`config.mk`:
```
export PLATFORM = sky130hd
export DESIGN_NAME = tcc_timer16
export DESIGN_NICKNAME = d
export VERILOG_FILES = /design/src/tcc_pkg.sv /design/src/tcc_timer16.sv
export VERILOG_INCLUDE_DIRS = /design/src
export SDC_FILE = /design/constraint.sdc
export NUM_CORES = 1
export LEC_CHECK = 0
export BUFFER_PORTS_ARGS = -buffer_cell sky130_fd_sc_hd__buf_2
export CAP_MARGIN = 20
export CORE_MARGIN = 2
export CORE_UTILIZATION = 40
export DETAILED_ROUTE_END_ITERATION = 12
export PLACE_DENSITY = 0.64
export RECOVER_POWER = 25
export SKIP_CTS_REPAIR_TIMING = 1
export SLEW_MARGIN = 0
export SYNTH_ARGS = -nofsm -noshare
export SYNTH_HDL_FRONTEND = slang
export SYNTH_SLANG_ARGS = --single-unit
```
`constraint.sdc`:
```
create_clock -name clk -period 4.8 [get_ports clk]
set_input_delay 0 -clock clk [delete_from_list [all_inputs] [get_ports clk]]
set_output_delay 0 -clock clk [all_outputs]
set_load 0.1 [all_outputs]
```
`src/tcc_consts.svh`:
```
// Overview of operation
// - A qualifying edge on the chosen trigger copies the 16-bit count into capture_value.
// - capture_flag sets in the same clock the count is stored.
// - capture_flag with enable requests interrupt; cleared by service or writing one.
// - Read capture low byte first; it loads the shared high byte holder.
// - capture_value is writable only in modes using it as top; high first.
// - comparator_capture_select picks comparator_result; software clears the flag afterwards.
// - Filter output changes only after four equal consecutive samples.
// - Filter enable in timer_control_b adds four system clocks; runs on system clock.
// - Trigger path stays active except in modes using capture_value as top.
// - A new capture overwrites an unread capture_value.
// - compare_flag with enable requests interrupt; cleared by service or writing one.
// - Compare unit A can act as the counter top in the modes selecting it.
// - Compare value double buffered in PWM modes; bypassed in normal and clear-on-match.
// - CPU reaches the buffer when buffering is on, else the compare register.
// - Compare high byte reads return the stored byte, not the holder.
// - Compare high write loads holder; low write updates all 16 bits at once.
// - force_compare_strobe in non-PWM modes acts on output only, no flag, no count change.
// - A counter write suppresses every compare match at the next timer tick.
// - Writing the count equal to variable top in PWM misses top, runs to 0xffff.
// - compare_output_state keeps its value across waveform mode changes.
// - compare_output_action bits are unbuffered and take effect at once.
// - Reset clears compare_output_state to zero.
// - A CPU counter write beats a simultaneous clear or count.
`ifndef TCC_CONSTS_SVH
`define TCC_CONSTS_SVH

// register byte addresses
`define TCC_ADDR_CTRL_A 12'h000
`define TCC_ADDR_CTRL_B 12'h004
`define TCC_ADDR_CTRL_C 12'h008
`define TCC_ADDR_COUNT_LO 12'h00c
`define TCC_ADDR_COUNT_HI 12'h010
`define TCC_ADDR_CAP_LO 12'h014
`define TCC_ADDR_CAP_HI 12'h018
`define TCC_ADDR_CMPA_LO 12'h01c
`define TCC_ADDR_CMPA_HI 12'h020
`define TCC_ADDR_CMPB_LO 12'h024
`define TCC_ADDR_CMPB_HI 12'h028
`define TCC_ADDR_IRQ_EN 12'h02c
`define TCC_ADDR_FLAGS 12'h030
`define TCC_ADDR_COMP_CS 12'h034

// field positions
`define TCC_A_COMA 7:6
`define TCC_A_COMB 5:4
`define TCC_A_WGM_LO 1:0
`define TCC_B_FILT 7
`define TCC_B_EDGE 6
`define TCC_B_WGM_HI 4:3
`define TCC_C_FORCE_A 7
`define TCC_C_FORCE_B 6
`define TCC_F_CAP 5
`define TCC_F_CMPB 2
`define TCC_F_CMPA 1
`define TCC_CS_SEL 2

// reset values and fixed tops
`define TCC_RST_BYTE 8'h00
`define TCC_RST_WORD 16'h0000
`define TCC_TOP_MAX 16'hffff
`define TCC_TOP_8 16'h00ff
`define TCC_TOP_9 16'h01ff
`define TCC_TOP_10 16'h03ff

// timing
`define TCC_FILTER_SAMPLES 4

`endif

```
`src/tcc_pkg.sv`:
```
package tcc_pkg;
	typedef enum logic [0:0] {
		TCC_BUS_ADDR = 1'b0,
		TCC_BUS_DATA = 1'b1
	} tcc_bus_e;
	typedef logic [3:0] tcc_mode_t;
	typedef logic [1:0] tcc_action_t;
endpackage

```
`src/tcc_timer16.sv`:
```
// Added by the designer: the AHB-Lite interface to the registers and the address map.
`timescale 1ns/100ps
`default_nettype none
`include "tcc_consts.svh"

module tcc_timer16
	import tcc_pkg::*;
#(
	parameter int FILTER_SAMPLES = `TCC_FILTER_SAMPLES
) (
	// clock, reset, freeze
	input wire logic clk,
	input wire logic rst_n,
	input wire logic ce,
	// prescaled timer clock enable, same domain
	input wire logic timer_tick,
	// ahb-lite slave
	input wire logic hsel,
	input wire logic [11:0] haddr,
	input wire logic [1:0] htrans,
	input wire logic hwrite,
	input wire logic [2:0] hsize,
	input wire logic [31:0] hwdata,
	input wire logic hready,
	output logic [31:0] hrdata,
	output logic hreadyout,
	output logic hresp,
	// trigger pins, asynchronous
	input wire logic capture_input_pin,
	input wire logic comparator_result,
	// interrupt requests and service acknowledges
	input wire logic ack_capture,
	input wire logic ack_compare_a,
	input wire logic ack_compare_b,
	output logic irq_capture,
	output logic irq_compare_a,
	output logic irq_compare_b,
	// compare outputs
	output logic compare_output_state_a,
	output logic compare_output_state_b
);

	initial begin
		if (FILTER_SAMPLES < 2 || FILTER_SAMPLES > 8) begin
			$error("tcc_timer16: FILTER_SAMPLES out of range");
		end
	end

	function automatic logic is_pwm(input tcc_mode_t m);
		is_pwm = !(m == 4'h0 || m == 4'h4 || m == 4'hc || m == 4'hd);
	endfunction
	function automatic logic is_dual(input tcc_mode_t m);
		is_dual = (m >= 4'h1 && m <= 4'h3) || (m >= 4'h8 && m <= 4'hb);
	endfunction
	function automatic logic icr_top(input tcc_mode_t m);
		icr_top = (m == 4'h8 || m == 4'ha || m == 4'hc || m == 4'he);
	endfunction
	function automatic logic [15:0] top_of(input tcc_mode_t m, input logic [15:0] oa,
			input logic [15:0] ic);
		case (m)
			4'h1, 4'h5: top_of = `TCC_TOP_8;
			4'h2, 4'h6: top_of = `TCC_TOP_9;
			4'h3, 4'h7: top_of = `TCC_TOP_10;
			4'h4, 4'h9, 4'hb, 4'hf: top_of = oa;
			4'h8, 4'ha, 4'hc, 4'he: top_of = ic;
			default: top_of = `TCC_TOP_MAX;
		endcase
	endfunction
	// output state after a compare match (or forced match)
	function automatic logic on_match(input logic oc, input tcc_action_t com,
			input tcc_mode_t m, input logic up);
		logic r;
		r = oc;
		if (!is_pwm(m)) begin
			case (com)
				2'h1: r = !oc;
				2'h2: r = 1'b0;
				2'h3: r = 1'b1;
				default: r = oc;
			endcase
		end else if (!is_dual(m)) begin
			if (com == 2'h2) r = 1'b1;
			if (com == 2'h3) r = 1'b0;
		end else begin
			if (com == 2'h2) r = !up;
			if (com == 2'h3) r = up;
		end
		on_match = r;
	endfunction

	// ---------------- bus front end ----------------
	tcc_bus_e bus_state;
	logic [11:0] addr_q;
	logic write_q;
	logic [7:0] temp_hi;
	logic [7:0] ctrl_a;
	logic [7:0] ctrl_b;
	logic [7:0] irq_en;
	logic comp_sel;
	logic [15:0] count;
	logic [15:0] capture_value;
	logic [15:0] cmp_buf [2];
	logic [15:0] cmp_act [2];
	logic flag_cap;
	logic [1:0] flag_cmp;
	logic [1:0] oc_state;
	wire logic access = ce && bus_state == TCC_BUS_DATA;
	wire logic wr_en = access && write_q;
	wire logic rd_en = access && !write_q;
	wire logic [7:0] wbyte = hwdata[7:0];
	wire tcc_mode_t mode = {ctrl_b[`TCC_B_WGM_HI], ctrl_a[`TCC_A_WGM_LO]};
	wire logic pwm = is_pwm(mode);
	wire logic dual = is_dual(mode);
	wire logic [15:0] top = top_of(mode, cmp_act[0], capture_value);
	wire logic count_wr = wr_en && addr_q == `TCC_ADDR_COUNT_LO;
	wire logic hi_wr = wr_en && (addr_q == `TCC_ADDR_COUNT_HI || addr_q == `TCC_ADDR_CAP_HI ||
		addr_q == `TCC_ADDR_CMPA_HI || addr_q == `TCC_ADDR_CMPB_HI);

	// one wait state: the data phase is served one clock after the address phase
	always_ff @(posedge clk or negedge rst_n) begin
		if (!rst_n) begin
			bus_state <= TCC_BUS_ADDR;
			addr_q <= 12'h000;
			write_q <= 1'b0;
			hreadyout <= 1'b1;
			hresp <= 1'b0;
		end else if (ce) begin
			hresp <= 1'b0;
			if (bus_state == TCC_BUS_DATA) begin
				bus_state <= TCC_BUS_ADDR;
				hreadyout <= 1'b1;
			end else if (hsel && htrans[1] && hready) begin
				bus_state <= TCC_BUS_DATA;
				addr_q <= {haddr[11:2], 2'b00};
				write_q <= hwrite;
				hreadyout <= 1'b0;
			end
		end
	end

	// read data and the shared high byte holder
	always_ff @(posedge clk or negedge rst_n) begin
		if (!rst_n) begin
			hrdata <= 32'h00000000;
			temp_hi <= `TCC_RST_BYTE;
		end else if (ce) begin
			if (hi_wr) temp_hi <= wbyte;
			if (rd_en) begin
				case (addr_q)
					`TCC_ADDR_CTRL_A: hrdata <= {24'h000000, ctrl_a};
					`TCC_ADDR_CTRL_B: hrdata <= {24'h000000, ctrl_b};
					`TCC_ADDR_COUNT_LO: begin
						hrdata <= {24'h000000, count[7:0]};
						temp_hi <= count[15:8];
					end
					`TCC_ADDR_COUNT_HI: hrdata <= {24'h000000, temp_hi};
					`TCC_ADDR_CAP_LO: begin
						hrdata <= {24'h000000, capture_value[7:0]};
						temp_hi <= capture_value[15:8];
					end
					`TCC_ADDR_CAP_HI: hrdata <= {24'h000000, temp_hi};
					`TCC_ADDR_CMPA_LO: hrdata <= {24'h000000, cmp_buf[0][7:0]};
					`TCC_ADDR_CMPA_HI: hrdata <= {24'h000000, cmp_buf[0][15:8]};
					`TCC_ADDR_CMPB_LO: hrdata <= {24'h000000, cmp_buf[1][7:0]};
					`TCC_ADDR_CMPB_HI: hrdata <= {24'h000000, cmp_buf[1][15:8]};
					`TCC_ADDR_IRQ_EN: hrdata <= {24'h000000, irq_en};
					`TCC_ADDR_FLAGS: hrdata <= {26'h0000000, flag_cap, 2'b00, flag_cmp, 1'b0};
					`TCC_ADDR_COMP_CS: hrdata <= {29'h00000000, comp_sel, 2'b00};
					default: hrdata <= 32'h00000000;
				endcase
			end
		end
	end

	// control registers; action bits act on the next match directly
	always_ff @(posedge clk or negedge rst_n) begin
		if (!rst_n) begin
			ctrl_a <= `TCC_RST_BYTE;
			ctrl_b <= `TCC_RST_BYTE;
			irq_en <= `TCC_RST_BYTE;
			comp_sel <= 1'b0;
		end else if (wr_en) begin
			case (addr_q)
				`TCC_ADDR_CTRL_A: ctrl_a <= wbyte;
				`TCC_ADDR_CTRL_B: ctrl_b <= {wbyte[7:6], 1'b0, wbyte[4:3], 3'b000};
				`TCC_ADDR_IRQ_EN: irq_en <= {2'b00, wbyte[5], 2'b00, wbyte[2:1], 1'b0};
				`TCC_ADDR_COMP_CS: comp_sel <= wbyte[`TCC_CS_SEL];
				default: ;
			endcase
		end
	end

	// ---------------- counter ----------------
	logic count_up;
	logic match_block;
	wire logic tick = ce && timer_tick;
	wire logic top_hit = count == top && !match_block;
	wire logic at_bottom = count == `TCC_RST_WORD;
	always_ff @(posedge clk or negedge rst_n) begin
		if (!rst_n) begin
			count <= `TCC_RST_WORD;
			count_up <= 1'b1;
		end else if (count_wr) begin
			count <= {temp_hi, wbyte};
		end else if (tick) begin
			if (dual) begin
				if (count_up && top_hit) begin
					count_up <= 1'b0;
					count <= count - 16'h0001;
				end else if (!count_up && at_bottom) begin
					count_up <= 1'b1;
					count <= count + 16'h0001;
				end else begin
					count <= count_up ? count + 16'h0001 : count - 16'h0001;
				end
			end else begin
				count_up <= 1'b1;
				count <= (mode != 4'h0 && top_hit) ? `TCC_RST_WORD : count + 16'h0001;
			end
		end
	end

	// held until a tick, so a stopped timer still loses the first match after a write
	always_ff @(posedge clk or negedge rst_n) begin
		if (!rst_n) begin
			match_block <= 1'b0;
		end else if (count_wr) begin
			match_block <= 1'b1;
		end else if (tick) begin
			match_block <= 1'b0;
		end
	end

	// ---------------- compare units ----------------
	wire logic buf_event = tick && ((mode == 4'h8 || mode == 4'h9) ? at_bottom : top_hit);
	logic [1:0] cmp_match;
	logic [1:0] force_hit;
	tcc_action_t com [2];
	assign com[0] = ctrl_a[`TCC_A_COMA];
	assign com[1] = ctrl_a[`TCC_A_COMB];
	assign cmp_match[0] = tick && !match_block && count == cmp_act[0];
	assign cmp_match[1] = tick && !match_block && count == cmp_act[1];
	assign force_hit[0] = wr_en && addr_q == `TCC_ADDR_CTRL_C && wbyte[`TCC_C_FORCE_A] && !pwm;
	assign force_hit[1] = wr_en && addr_q == `TCC_ADDR_CTRL_C && wbyte[`TCC_C_FORCE_B] && !pwm;

	always_ff @(posedge clk or negedge rst_n) begin
		if (!rst_n) begin
			for (int i = 0; i < 2; i++) begin
				cmp_buf[i] <= `TCC_RST_WORD;
				cmp_act[i] <= `TCC_RST_WORD;
			end
		end else if (ce) begin
			if (wr_en && addr_q == `TCC_ADDR_CMPA_LO) cmp_buf[0] <= {temp_hi, wbyte};
			if (wr_en && addr_q == `TCC_ADDR_CMPB_LO) cmp_buf[1] <= {temp_hi, wbyte};
			for (int i = 0; i < 2; i++) begin
				if (!pwm || buf_event) begin
					cmp_act[i] <= cmp_buf[i];
				end
			end
		end
	end

	// no mode term in reset or hold path: state survives mode changes
	always_ff @(posedge clk or negedge rst_n) begin
		if (!rst_n) begin
			oc_state <= 2'b00;
		end else if (ce) begin
			for (int i = 0; i < 2; i++) begin
				if (force_hit[i] || cmp_match[i]) begin
					oc_state[i] <= on_match(oc_state[i], com[i], mode, count_up);
				end else if (pwm && !dual && top_hit && tick) begin
					if (com[i] == 2'h2) oc_state[i] <= 1'b0;
					if (com[i] == 2'h3) oc_state[i] <= 1'b1;
				end
			end
		end
	end

	// ---------------- capture path ----------------
	logic [1:0] pin_sync;
	logic [1:0] comp_sync;
	logic [FILTER_SAMPLES-2:0] samples;
	logic filt_out;
	logic edge_prev;
	wire logic trig_sel = comp_sel ? comp_sync[1] : pin_sync[1];
	wire logic filt_en = ctrl_b[`TCC_B_FILT];
	wire logic edge_src = filt_en ? filt_out : trig_sel;
	wire logic trig_live = !icr_top(mode);
	wire logic rising = ctrl_b[`TCC_B_EDGE];
	wire logic cap_event = trig_live && (rising ? (edge_src && !edge_prev) :
		(!edge_src && edge_prev));
	wire logic cap_event_ce = ce && cap_event;
	// the newest sample counts as the last of the run, so the filter adds exactly four clocks
	wire logic [FILTER_SAMPLES-1:0] window = {samples, trig_sel};

	always_ff @(posedge clk or negedge rst_n) begin
		if (!rst_n) begin
			pin_sync <= 2'b00;
			comp_sync <= 2'b00;
		end else if (ce) begin
			pin_sync <= {pin_sync[0], capture_input_pin};
			comp_sync <= {comp_sync[0], comparator_result};
		end
	end
	// filter clocks on the system clock regardless of the timer prescale
	always_ff @(posedge clk or negedge rst_n) begin
		if (!rst_n) begin
			samples <= '0;
			filt_out <= 1'b0;
		end else if (ce) begin
			samples <= window[FILTER_SAMPLES-2:0];
			if (&window) filt_out <= 1'b1;
			else if (~|window) filt_out <= 1'b0;
		end
	end
	always_ff @(posedge clk or negedge rst_n) begin
		if (!rst_n) begin
			edge_prev <= 1'b0;
		end else if (ce) begin
			edge_prev <= edge_src;
		end
	end
	always_ff @(posedge clk or negedge rst_n) begin
		if (!rst_n) begin
			capture_value <= `TCC_RST_WORD;
		end else if (cap_event_ce) begin
			capture_value <= count;
		end else if (wr_en && addr_q == `TCC_ADDR_CAP_LO && icr_top(mode)) begin
			capture_value <= {temp_hi, wbyte};
		end
	end

	// ---------------- flags and requests; a set beats a same-cycle clear ----------------
	wire logic flag_wr = wr_en && addr_q == `TCC_ADDR_FLAGS;
	always_ff @(posedge clk or negedge rst_n) begin
		if (!rst_n) begin
			flag_cap <= 1'b0;
			flag_cmp <= 2'b00;
		end else if (ce) begin
			if (cap_event) flag_cap <= 1'b1;
			else if (ack_capture || (flag_wr && wbyte[`TCC_F_CAP])) flag_cap <= 1'b0;
			if (cmp_match[0]) flag_cmp[0] <= 1'b1;
			else if (ack_compare_a || (flag_wr && wbyte[`TCC_F_CMPA])) flag_cmp[0] <= 1'b0;
			if (cmp_match[1]) flag_cmp[1] <= 1'b1;
			else if (ack_compare_b || (flag_wr && wbyte[`TCC_F_CMPB])) flag_cmp[1] <= 1'b0;
		end
	end

	// requests follow the flags one clock late so every output is a flop
	always_ff @(posedge clk or negedge rst_n) begin
		if (!rst_n) begin
			irq_capture <= 1'b0;
			irq_compare_a <= 1'b0;
			irq_compare_b <= 1'b0;
			compare_output_state_a <= 1'b0;
			compare_output_state_b <= 1'b0;
		end else if (ce) begin
			irq_capture <= flag_cap && irq_en[`TCC_F_CAP];
			irq_compare_a <= flag_cmp[0] && irq_en[`TCC_F_CMPA];
			irq_compare_b <= flag_cmp[1] && irq_en[`TCC_F_CMPB];
			compare_output_state_a <= oc_state[0];
			compare_output_state_b <= oc_state[1];
		end
	end

endmodule

`default_nettype wire

```
==> impl_metrics.tcl <==
set metrics [dict create \
    outcome "complete, but fails checks" \
    violations "negative hold slack, max-capacitance violations, max-slew violations" \
    slew_violations 65 \
    setup_tns_ns 0 \
    drive_gt1_frac 0.204 \
    path_class "flip-flop to flip-flop" \
    reg2reg_slack_ns 0.80 \
    route.vias.total 8458 \
    die_area_um2 25400 \
    hp-class "primary input to flip-flop" \
    gp_congestion 0.968 \
    syn2layout_area_growth_pct 12.6 \
    fin_cells 1386 \
    h-tree-depth 4 \
    max-vdd-ir-drop_mv 0.263 \
    worstReg2RegEnd "count[6]" \
    grt_pass1_vias 8119 \
    synth_edf_count 0 \
    die_x_um 160 \
    syn-cell-area_um2 9670 \
    drc_errors 0 \
    skew_ns 0.0143 \
    wl_per_cell_um 22.8 \
    fin_nets 1117 \
    powerDensity_nw_per_um2 393 \
    clkLatencyLatePin_ns 0.44 \
    io_buffers 44 \
    drt-initial-drc-count 992 \
    ys_seq_area_frac 0.419 \
    ys.warnings.count 0 \
    holdPathStages 3 \
    placed_cells 1335 \
    worst-path-max-fanout 21 \
    antenna_cells 0 \
    async_reset_ff_frac 1.00 \
    overflow 0 \
    dp_slack_ns 0.875 \
    cts_tree "done" \
    die_h_um 160 \
    syn_avg_cell_area_um2 9.58 \
    wirelength_um 31700 \
    initial_core_util 0.410 \
    cp.required_ns 5.07 \
    final_common_cell "dfrtp_1" \
    viasPerCell 6.10 \
    fin_ws_ns 0.805 \
    final_cell_mix "160 x dfrtp_1, 98 x nor2_1, 97 x mux2_2" \
    r2r-start "ctrl_b[4]" \
    placementRows 56 \
    worstPathArrival_ns 4.26 \
    relSlewSlack -1.25 \
    synth.distinct_cells 88 \
    min_to "count[6]" \
    worstHoldStart "hwdata[6]" \
    first_pass_iters 6 \
    hold_ws_ns -0.000835 \
    synthFlopType "dfrtp_1" \
    r2r_cells 10 \
    antenna_found_initial 3 \
    track_usage 0.246 \
    clockBufferDepth 2 \
    clkSlewWorstSetupHoldPaths_ns 0.07 \
    fin_crit_ns 4.00 \
    ant_nets 0 \
    cp-start-kind "flip-flop" \
    syn_inst 1010 \
    hold_viol_final 1 \
    coreArea_um2 23600 \
    worst_pin_slew_ns 3.38 \
    fmax_mhz 250 \
    cts-buffers-inserted 17 \
    cts_root_buf "clkbuf_16" \
    pin_count 100 \
    rsz0062_at_grt "false" \
    finalCritPeriodShare 0.832 \
    synth_seq_cells 162 \
    p_leak_nw 4.68 \
    grt_max_degree 65 \
    max-cap-violations 1 \
    cp-end-kind "flip-flop" \
    clkSinkCount 162 \
    grt_first_pass_wirelength_um 48500 \
    dp_hpwl_um 21900 \
    setup_violations 0 \
]
==> report_power, final <==
part,total [mW],internal (mW),switching [mW]
Sequential,1.80,1.53,0.273
Combinational,1.08,0.418,0.662
Clock,1.40,0.793,0.604
==> logic make-up (layout without fill, tap and decap cells) <==
family	after synthesis	in the layout	synth area share
compound gates	253	253	0.179
xor+xnor	40	40	0.0362
fa+ha+maj	2	2	0.00259
buf+inv	117	150	0.0607
flops	162	162	0.419
mux	113	113	0.131
other cells	1	25	0.000388
simple gates	322	322	0.171
==> sequential cells by signal, indices dropped and copies added, names as in the netlist, 2 cells and up <==
register       flops
cmp_act           32
cmp_buf           32
capture_value     16
count             16
addr_q            10
ctrl_a             8
hrdata             8
temp_hi            8
ctrl_b             4
irq_en             3
samples            3
comp_sync          2
flag_cmp           2
oc_state           2
pin_sync           2
==> metrics by stage <==
step	util	power, mW	area, um^2
5_1_grt	0.461	4.45	10900
2_1_floorplan	-	2.52	9760
3_5_place_dp	0.429	2.86	10100
6_report	0.461	4.27	10900
4_1_cts	0.454	4.25	10700
3_3_place_gp	0.429	2.84	10100
==> final cells by class <==
class                           count  area (um^2)
Clock buffer                       20          447
Clock inverter                     12          149
Fill cell                        2272        12700
Inverter                           27          101
Multi-Input combinational cell    755         5130
Sequential cell                   162         4060
Tap cell                          319          399
Timing Repair Buffer               91          607
==> layer usage <==
metal / global-route usage / vias to the layer above / share of wire
met2: 0.378 / 438 / 0.45
li1: - / 3758 / -
met1: 0.333 / 4180 / 0.43
met5: 0 / - / 0.00073
met4: 0.110 / 4 / 0.039
met3: 0.0531 / 78 / 0.086
==> worst max-delay path by stage <==
stage,start,cells past startpoint,end
floorplan,count[1],14,count[14]
detailed placement,ctrl_a[0],11,count[6]
finish,ctrl_b[4],10,count[6]
global route,ctrl_b[3],10,count[7]
global placement,ctrl_b[3],11,cmp_act[7]
CTS,ctrl_a[0],11,count[6]
==> synthesized netlist by cell type (all sizes together), types with 9 or more instances <==
cell type / count / area (um^2)
a22oi: 23 / 173
nor2b: 9 / 56.3
a21o: 9 / 68.8
nand2: 64 / 264
inv: 26 / 97.6
mux2i: 13 / 130
a21oi: 54 / 274
nand3: 25 / 130
nor4: 16 / 106
mux2: 99 / 1120
nand2b: 11 / 68.8
nor2: 99 / 374
nor3: 29 / 150
xnor2: 22 / 193
or3: 16 / 100
a221o: 12 / 120
buf: 54 / 350
a31oi: 14 / 87.6
o22ai: 24 / 150
nand4: 9 / 56.3
dfrtp: 160 / 4000
clkbuf: 36 / 135
o21ai: 49 / 245
xor2: 18 / 158
==> critical path, stage by stage, from the launching register on <==
cell	delay (ns)
dfrtp_1	0.62
or4b_1	0.59
a21oi_1	0.35
nor3_1	0.10
a2111o_1	0.38
or4_1	0.39
or4b_1	0.71
nand2_8	0.22
mux2_4	0.32
nand3_2	0.07
a31oi_1	0.09
(Power assumes the default switching activity.)
